===== src/core/ulhc_map.vh =====
// register offsets, field positions and fixed values of the legacy host config header
`ifndef ULHC_MAP_VH
`define ULHC_MAP_VH
`define ULHC_OFF_IO_WINDOW_BASE 8'h20
`define ULHC_OFF_SUBSYS_VENDOR 8'h2c
`define ULHC_OFF_SUBSYS 8'h2e
`define ULHC_OFF_INT_LINE 8'h3c
`define ULHC_OFF_INT_PIN 8'h3d
`define ULHC_OFF_RELEASE 8'h60
`define ULHC_BASE_HI 15
`define ULHC_BASE_LO 5
`define ULHC_BASE_RESET 32'h00000001
`define ULHC_INT_LINE_RESET 8'h00
`define ULHC_RELEASE_VALUE 8'h10
`define ULHC_PIN_FN0 8'h01
`define ULHC_PIN_FN1 8'h02
`define ULHC_PIN_FN2 8'h03
`endif


===== src/core/ulhc_config_header.v =====
// configuration header slice of one legacy usb host function
`include "ulhc_map.vh"

module ulhc_config_header #(
	parameter [1:0] FUNC_NUM = 2'd0
) (
	// clock and reset
	input wire clk,
	input wire arst_n,
	// configuration cycle port, dword addressed, byte enables
	input wire cfg_rd,
	input wire cfg_wr,
	input wire [7:0] cfg_addr,
	input wire [3:0] cfg_be,
	input wire [31:0] cfg_wdata,
	output reg [31:0] cfg_rdata,
	output reg cfg_ack,
	// i/o cycle address for window decode
	input wire [15:0] io_addr,
	output reg io_hit,
	// disk function subsystem identity, same clock
	input wire [15:0] disk_fn_subsystem_vendor,
	input wire [15:0] disk_fn_subsystem,
	// controller interrupt and routing
	input wire ctrl_irq,
	output reg irq_request_input_a,
	output reg irq_request_input_b,
	output reg irq_request_input_c,
	output reg irq_request_input_d
);

	// byte offsets kept at their own width; the dword compare lives in a function
	localparam [7:0] OFF_BASE = `ULHC_OFF_IO_WINDOW_BASE;
	localparam [7:0] OFF_SUB_VENDOR = `ULHC_OFF_SUBSYS_VENDOR;
	localparam [7:0] OFF_INT_LINE = `ULHC_OFF_INT_LINE;
	localparam [7:0] OFF_REL = `ULHC_OFF_RELEASE;

	// reset and fixed values, held as sized constants so slices are explicit
	localparam [31:0] BASE_RESET = `ULHC_BASE_RESET;
	localparam [7:0] INT_LINE_RESET = `ULHC_INT_LINE_RESET;
	localparam [7:0] REL_VALUE = `ULHC_RELEASE_VALUE;
	localparam [7:0] PIN_FN0 = `ULHC_PIN_FN0;
	localparam [7:0] PIN_FN1 = `ULHC_PIN_FN1;
	localparam [7:0] PIN_FN2 = `ULHC_PIN_FN2;

	// bit 0 of the base register marks the window as i/o space
	localparam [0:0] IO_SPACE_INDICATOR = 1'b1;

	// true when a config address falls in the dword holding the given byte offset
	function dword_hit;
		input [7:0] addr;
		input [7:0] off;
		begin
			// bits 1:0 pick a byte inside the dword and play no part in decode
			dword_hit = (addr[7:2] == off[7:2]);
		end
	endfunction

	// merge byte lanes 0 and 1 of a write into the stored base bits 15:5
	function [10:0] base_merge;
		input [10:0] cur;
		input [1:0] be;
		input [15:0] wd;
		begin
			// untouched lanes keep their stored bits
			base_merge = cur;
			// lane 0 carries bits 7:5; bits 4:0 of that lane are fixed or reserved
			if (be[0])
				base_merge[2:0] = wd[7:5];
			// lane 1 carries bits 15:8
			if (be[1])
				base_merge[10:3] = wd[15:8];
		end
	endfunction

	// pin code per function number; unknown numbers fall back to function 0
	function [2:0] pin_of;
		input [1:0] fn;
		begin
			case (fn)
				2'd1: pin_of = PIN_FN1[2:0];
				2'd2: pin_of = PIN_FN2[2:0];
				default: pin_of = PIN_FN0[2:0];
			endcase
		end
	endfunction

	// stored window base bits 15:5 and their next value
	reg [10:0] base_r;
	reg [10:0] base_nxt;
	// interrupt line scratch byte and its next value
	reg [7:0] int_line_r;
	reg [7:0] int_line_nxt;
	// read data chosen for the current request
	reg [31:0] rdata_nxt;
	// acknowledge for the current request
	reg ack_nxt;
	// window compare result for the current i/o address
	reg io_hit_nxt;
	// routed interrupt requests before their output flops
	reg irq_a_nxt;
	reg irq_b_nxt;
	reg irq_c_nxt;
	reg irq_d_nxt;

	// read-only pin field; the strap parameter fixes it for the life of the part
	wire [2:0] interrupt_pin_field = pin_of(FUNC_NUM);
	// scratch byte as software sees it
	wire [7:0] interrupt_line_field = int_line_r;
	// mirrored identity values, passed through live from the disk function
	wire [15:0] subsystem_vendor_value = disk_fn_subsystem_vendor;
	wire [15:0] subsystem_value = disk_fn_subsystem;

	// write strobes per stored register; the pin byte shares the line dword but stores nothing
	wire wr_base = cfg_wr & dword_hit(cfg_addr, OFF_BASE);
	wire wr_int_line = cfg_wr & dword_hit(cfg_addr, OFF_INT_LINE) & cfg_be[0];

	// read selects per mapped dword
	wire rd_base = dword_hit(cfg_addr, OFF_BASE);
	wire rd_sub = dword_hit(cfg_addr, OFF_SUB_VENDOR);
	wire rd_int = dword_hit(cfg_addr, OFF_INT_LINE);
	wire rd_rel = dword_hit(cfg_addr, OFF_REL);

	// next values of the stored registers; all other writes fall away silently
	always @* begin
		base_nxt = base_r;
		int_line_nxt = int_line_r;
		// only bits 15:5 of the base are kept, so bit 0 and reserved bits stay fixed
		if (wr_base) begin
			base_nxt = base_merge(base_r, cfg_be[1:0], cfg_wdata[15:0]);
		end
		// scratch byte is stored and read back, never used by the logic
		if (wr_int_line) begin
			int_line_nxt = cfg_wdata[7:0];
		end
	end

	// stored registers; reset leaves only the i/o space indicator set
	always @(posedge clk or negedge arst_n) begin
		if (!arst_n) begin
			base_r <= BASE_RESET[15:5];
			int_line_r <= INT_LINE_RESET;
		end else begin
			base_r <= base_nxt;
			int_line_r <= int_line_nxt;
		end
	end

	// read mux; unmapped dwords and reserved bits read zero
	always @* begin
		rdata_nxt = 32'h00000000;
		if (rd_base) begin
			// reserved bits 31:16 and 4:1 are tied low
			rdata_nxt = {16'h0000, base_r, 4'h0, IO_SPACE_INDICATOR};
		end else if (rd_sub) begin
			// both mirrors share one dword: vendor low, subsystem high
			rdata_nxt = {subsystem_value, subsystem_vendor_value};
		end else if (rd_int) begin
			// pin bits 7:3 are reserved and read zero
			rdata_nxt = {16'h0000, 5'h00, interrupt_pin_field, interrupt_line_field};
		end else if (rd_rel) begin
			// release number is a constant; writes to it have no path in
			rdata_nxt = {24'h000000, REL_VALUE};
		end
		// writes answer with zero data so the bus never sees stale values
		if (!cfg_rd) begin
			rdata_nxt = 32'h00000000;
		end
	end

	// every request is answered once, one cycle later
	always @* begin
		ack_nxt = cfg_rd | cfg_wr;
	end

	// registered answer; keeps the answer clean of decode glitches
	always @(posedge clk or negedge arst_n) begin
		if (!arst_n) begin
			cfg_rdata <= 32'h00000000;
			cfg_ack <= 1'b0;
		end else begin
			cfg_rdata <= rdata_nxt;
			cfg_ack <= ack_nxt;
		end
	end

	// i/o window claim: compare address bits 15:5 against the base
	always @* begin
		io_hit_nxt = (io_addr[`ULHC_BASE_HI:`ULHC_BASE_LO] == base_r);
	end

	// registered claim; the decode is a cycle late, which the i/o side must allow for
	always @(posedge clk or negedge arst_n) begin
		if (!arst_n) begin
			io_hit <= 1'b0;
		end else begin
			io_hit <= io_hit_nxt;
		end
	end

	// routing ignores the reported pin code; function 1 goes to d to spread load
	always @* begin
		irq_a_nxt = ctrl_irq & (FUNC_NUM == 2'd0);
		// input b is never driven by any of these functions
		irq_b_nxt = 1'b0;
		irq_c_nxt = ctrl_irq & (FUNC_NUM == 2'd2);
		irq_d_nxt = ctrl_irq & (FUNC_NUM == 2'd1);
	end

	// routed requests from flops; the scratch byte plays no part here
	always @(posedge clk or negedge arst_n) begin
		if (!arst_n) begin
			irq_request_input_a <= 1'b0;
			irq_request_input_b <= 1'b0;
			irq_request_input_c <= 1'b0;
			irq_request_input_d <= 1'b0;
		end else begin
			irq_request_input_a <= irq_a_nxt;
			irq_request_input_b <= irq_b_nxt;
			irq_request_input_c <= irq_c_nxt;
			irq_request_input_d <= irq_d_nxt;
		end
	end

	// limitation: the mirrors follow the disk function live; its write-once lock is there
	// limitation: byte lanes 2 and 3 hold only reserved or read-only bits and are ignored

endmodule


===== config.mk =====
export PLATFORM = sky130hd
export DESIGN_NAME = ulhc_config_header
export DESIGN_NICKNAME = d
export VERILOG_FILES = /design/src/core/ulhc_config_header.v
export VERILOG_INCLUDE_DIRS = /design/src /design/src/core
export SDC_FILE = /design/constraint.sdc
export NUM_CORES = 1
export LEC_CHECK = 0
export BUFFER_PORTS_ARGS = -buffer_cell sky130_fd_sc_hd__buf_4
export CAP_MARGIN = 20
export CORE_ASPECT_RATIO = 1.75
export CORE_MARGIN = 2
export CORE_UTILIZATION = 43
export DETAILED_ROUTE_END_ITERATION = 8
export PLACE_DENSITY = 0.8
export SLEW_MARGIN = 10
export SYNTH_ARGS = -nofsm -noshare
export SYNTH_HDL_FRONTEND = slang
export SYNTH_SLANG_ARGS = --single-unit
export TNS_END_PERCENT = 30

===== constraint.sdc =====
create_clock -name clk -period 1.2 [get_ports clk]
set_input_delay 0.12 -clock clk [delete_from_list [all_inputs] [get_ports clk]]
set_output_delay 0.12 -clock clk [all_outputs]
set_load 0.02 [all_outputs]

# Word level (Yosys, flattened, before mapping)
# Index checks and enable logic that the tools add are counted.
# word_totals
elab_cells	23
output_inout_bits	38
input_bits	97
register_bits	54
# op_classes
muxes	5
n_eq_ne	5
n_reduce_logical	2
bitwise_logic	4
# op_table
op	n
32-bit 2-to-1 mux	3
6-bit by 4-bit equality test with 1-bit output (second input constant)	3
11-bit equality test	1
9-bit 2-to-1 mux	1
6-bit by 5-bit equality test with 1-bit output (second input constant)	1
5-bit 2-to-1 mux	1
2-bit AND reduction	2
1-bit bitwise AND	3
1-bit bitwise OR	1

# Depth between registers and ports, before layout
# depth
word_depth	6
mapped_depth	5
mapped_depth_nobuf	3

# Worst setup path after synthesis
# No wires, ideal clock.
# synth_path
path_type	in2reg
startpoint	input port cfg_addr[3]
endpoint	register base_r[10]
slack_ns	-0.389
arrival_ns	1.464
setup_ns	0.125
path_buffers	1
required_time_ns	1.075
stages	4
cell_sequence	or4b_1 buf_6 nor3_4 mux2_2
# synth_between
elab_chain_len	3
# synth_rtl
element	line	source
start, declared	ulhc_config_header.v:13	input wire [7:0] cfg_addr,
6-bit by 4-bit equality test with 1-bit output	ulhc_config_header.v:55	dword_hit = (addr[7:2] == off[7:2]);
1-bit bitwise AND	ulhc_config_header.v:115	wire wr_base = cfg_wr & dword_hit(cfg_addr, OFF_BASE);
2-bit AND reduction (no line)	--	
end signal, assigned	ulhc_config_header.v:141	base_r <= BASE_RESET[15:5];
end signal, assigned	ulhc_config_header.v:144	base_r <= base_nxt;
end, declared	ulhc_config_header.v:89	reg [10:0] base_r;
# No other way between the ends.
# A chain may end at the register's enable or synchronous reset.

# Worst setup path in the final report
# layout_path
startpoint	input port cfg_addr[4]
endpoint	register cfg_rdata[14]
# layout_between
elab_chain_len	4
elab_cells_between_ends	5
classes_between	eq/ne: 2; mux: 3
# layout_rtl
element	line	source
6-bit by 4-bit equality test with 1-bit output	ulhc_config_header.v:55	
32-bit 2-to-1 mux	ulhc_config_header.v:155	end else if (rd_sub) begin
32-bit 2-to-1 mux *	ulhc_config_header.v:152	if (rd_base) begin
32-bit 2-to-1 mux *	ulhc_config_header.v:166	if (!cfg_rd) begin
named net rdata_nxt[14]	ulhc_config_header.v:95	reg [31:0] rdata_nxt;
end signal, assigned	ulhc_config_header.v:182	cfg_rdata <= rdata_nxt;
end, declared	ulhc_config_header.v:16	output reg [31:0] cfg_rdata,
# The timed path passes the listed nets; every way through them passes the cells marked *.

==> summary.md <==
| Metric | Value |
|---|---|
| Status | finished with violations |
| Violated checks | design-rule violations, negative setup slack |
| Final worst setup slack | -0.0492 ns |
| H-tree depth | 2 |
| DRC errors left | 9 |
| Post-route ant nets | 0 |
| Row cnt | 34 |
| Hold WC Path Type | input port to flip-flop |
| Tcrit/Tclk final | 1.04 |
| Share of flip-flops with an asynchronous set or reset | 1.00 |
| CP peak stage delay | 0.57 ns |
| Met3 Track Usage GR | 0.0247 |
| Hold Crit Endpoint | cfg_rdata[28]$_DFF_PN0_ |
| Final setup violation count | 14 |
| Layout cells sized above 1 | 0.547 |
| Worst path cell trace | buf_6 -> or4b_4 -> o2111a_1 -> buf_12 -> a32o_1 |
| Final period demand of the worst path | 1.25 ns |
| Final non-filler cell total | 361 |
| CTS Root Buffer Type | clkbuf_8 |
| Top cell type's share of synthesized area | 0.602 |
| Total Wirelength | 6220 um |
| Met2 Resource Use GR | 0.387 |
| Clk_lat worst skew | 0.31 ns |
| CP bufs+invs | 2 |
| Final core occ | 0.694 |
| Hold path cells | 2 |
| Detailed-route via count | 1,879 |
| TritonRoute pass-1 iters | 6 |
| Leakage | 1.76 nW |
| Pwr Density | 1060 mW/mm^2 |
| Syn Area/Cell | 12.8 sq um |
| Hold_sp | disk_fn_subsystem[12] |
| Slew Limit Fails | 0 |
| Layout Nets | 403 |
| Most frequent cell after synthesis | dfrtp_1 |
| GRT busiest layer | met2 |
| Met1 Resource Use GR | 0.237 |
| Critical Path Start Type | input port |
| Clk sink count | 54 |
| Seq/Total Area, Yosys | 0.602 |
| Slowest CP cell | or4b_4 |
| Diodes inserted | 0 |
| Library cells used by synthesis | 33 |
| Die outline height | 99.6 um |
| GRT Util Overall | 0.209 |
| Post-synth EDFFs | 0 |
| Starting density of the core | 0.447 |
| Global-route wire length before repair | 9310 um |
| Reg2Reg Depth | 3 |
| Total grt overflow | 0 |
| Clock buffer depth | 2 |
| Yosys reg bits | 54 |
| RSZ-0062 raised after global routing | true |
| Antenna violations before repair | 0 |
| Syn Std Cell Area | 0.00224 sq mm |
| Number of global-route vias before repair | 1,926 |
| Pin count of the biggest net entering global routing | 30 |
| DPL Wire Length | 4600 um |
| Most used flip-flop cell after synthesis | dfrtp_1 |
| Mapped Cells | 175 |
| WP data required | 1.40 ns |
| Core box area | 0.00502 sq mm |
| Worst reg2reg setup slack | 0.21 ns |
| DR iter-0 viols | 72 |
| Worst VDD drop | 1070 uV |
| Synth top cells by count | dfrtp_1 (54), mux2_2 (19), nand3_1 (18) |
| Reg-to-reg startpoint | base_r[3]$_DFFE_PN0P_ |
| Vias per inst | 5.20 |
| Placed Instances | 348 |
| Clock slew at reported path FFs | 0.10 ns |
| Delay-heaviest family, CP | simple AND/OR/NAND/NOR gates |
| Crit end category | flip-flop |
| Critical Path Source | cfg_addr[4] |
| Crit-path max FO | 22 |
| Maxcap violations | 0 |
| # IOs | 135 |
| Final Hold Fails | 0 |
| Ys Warns | 0 |
| Die width | 58.6 um |
| Fmax | 0.800 GHz |
| TritonCTS clock tree | yes |
| Largest area contributor in the netlist | dfrtp_1 |
| Worst Skew | 0.00781 ns |
| CP Class | input port to flip-flop |
| Layout area overhead | 55.1% |
| WL/cell | 17.2 um |
| Die area | 0.00584 sq mm |
| CP arrival | 1.45 ns |
| Port Buf Inserts | 106 |
| Synth top area cells | dfrtp_1 (60%), mux2_2 (9.5%), and2_1 (4.7%) |
| Final GP Congestion | 0.887 |
| CTS buffer count | 5 |
| Critical R2R Capture | io_hit$_DFF_PN0_ |
-- cell usage in the layout (no fill, tap or decap), drive strengths merged, types with 2 or more instances in the layout --
master / synthesis / routed
a21oi: 4 / 4
a311oi: 3 / 3
a31oi: 2 / 2
a32o: 6 / 6
and2: 17 / 17
buf: 9 / 133
clkbuf: 4 / 5
conb: 1 / 3
dfrtp: 54 / 54
dlygate4sd3: 0 / 2
inv: 1 / 2
mux2: 19 / 19
nand2: 3 / 3
nand3: 18 / 18
nand4: 3 / 3
nor2: 2 / 2
nor3: 5 / 5
or2: 2 / 2
xnor2: 11 / 11
-- how the worst max path moves through the flow --
stage / slack, ns / depth (start not counted) / endpoint
global route: -0.06 / 5 / base_r[8]$_DFFE_PN0P_
floorplan: -0.39 / 4 / base_r[10]$_DFFE_PN0P_
finish: -0.05 / 5 / cfg_rdata[14]$_DFF_PN0_
CTS: -0.04 / 5 / cfg_rdata[14]$_DFF_PN0_
detailed placement: -0.45 / 5 / base_r[8]$_DFFE_PN0P_
global placement: -0.42 / 5 / base_r[4]$_DFFE_PN0P_
-- area by class of cell --
class,count,area [sq um]
clock buffers,5,68.8
clock inverters,3,47.5
fillers,376,1540
inverters,1,3.75
multi-input cells,109,872
flip-flops and latches,54,1350
well taps,54,67.6
repair buffers,135,1070
-- timing repair --
| item | CTS | global route |
|---|---|---|
| buffers inserted | 0 | 3 |
| gates cloned | 0 | 0 |
| setup endpoints to repair | 33 | 42 |
| hold endpoints to repair | 26 | 0 |
| pin swaps | 2 | 1 |
| hold buffers | 2 | 0 |
| resized for setup | 11 | 5 |
-- sequential cells by signal, summed over array words and instances (netlist names) --
signal,flops
cfg_rdata,32
base_r,11
irq_request_input_a,1
cfg_ack,1
io_hit,1
int_line_r,8
-- metal layers --
layer  vias to the layer above  share of wire
li1                        875              -
met1                       926           0.35
met2                        69           0.58
met3                         9          0.046
met4                         0          0.021
met5                         -              0
-- kinds of logic after synthesis --
kind of cell	after synthesis	share of synthesized area
mux	19	0.0953
compound gates	20	0.0697
flops	54	0.602
buf+inv	14	0.0396
xor+xnor	11	0.0429
simple gates	56	0.149
other cells	1	0.00167
-- through the flow --
stage | hold WS [ns] | setup WS [ns] | TNS [ns] | area (sq um) | power (mW)
4_1_cts | 0.00171 | -0.0402 | -0.349 | 3450 | 3.69
3_3_place_gp | 0.0493 | -0.420 | -16.30 | 3260 | 2.42
3_5_place_dp | 0.0527 | -0.450 | -17.30 | 3260 | 2.43
2_1_floorplan | -0.176 | -0.388 | -10.12 | 2260 | 2.12
6_report | 0.00672 | -0.0492 | -0.429 | 3480 | 3.67
5_1_grt | 0.00475 | -0.0619 | -1.06 | 3480 | 3.80
-- power breakdown --
group | internal, mW | switching [mW]
clock | 0.633 | 0.607
sequential | 1.88 | 0.0477
combinational | 0.310 | 0.198
total | 2.82 | 0.853
Power figures use the tool's default switching activity.
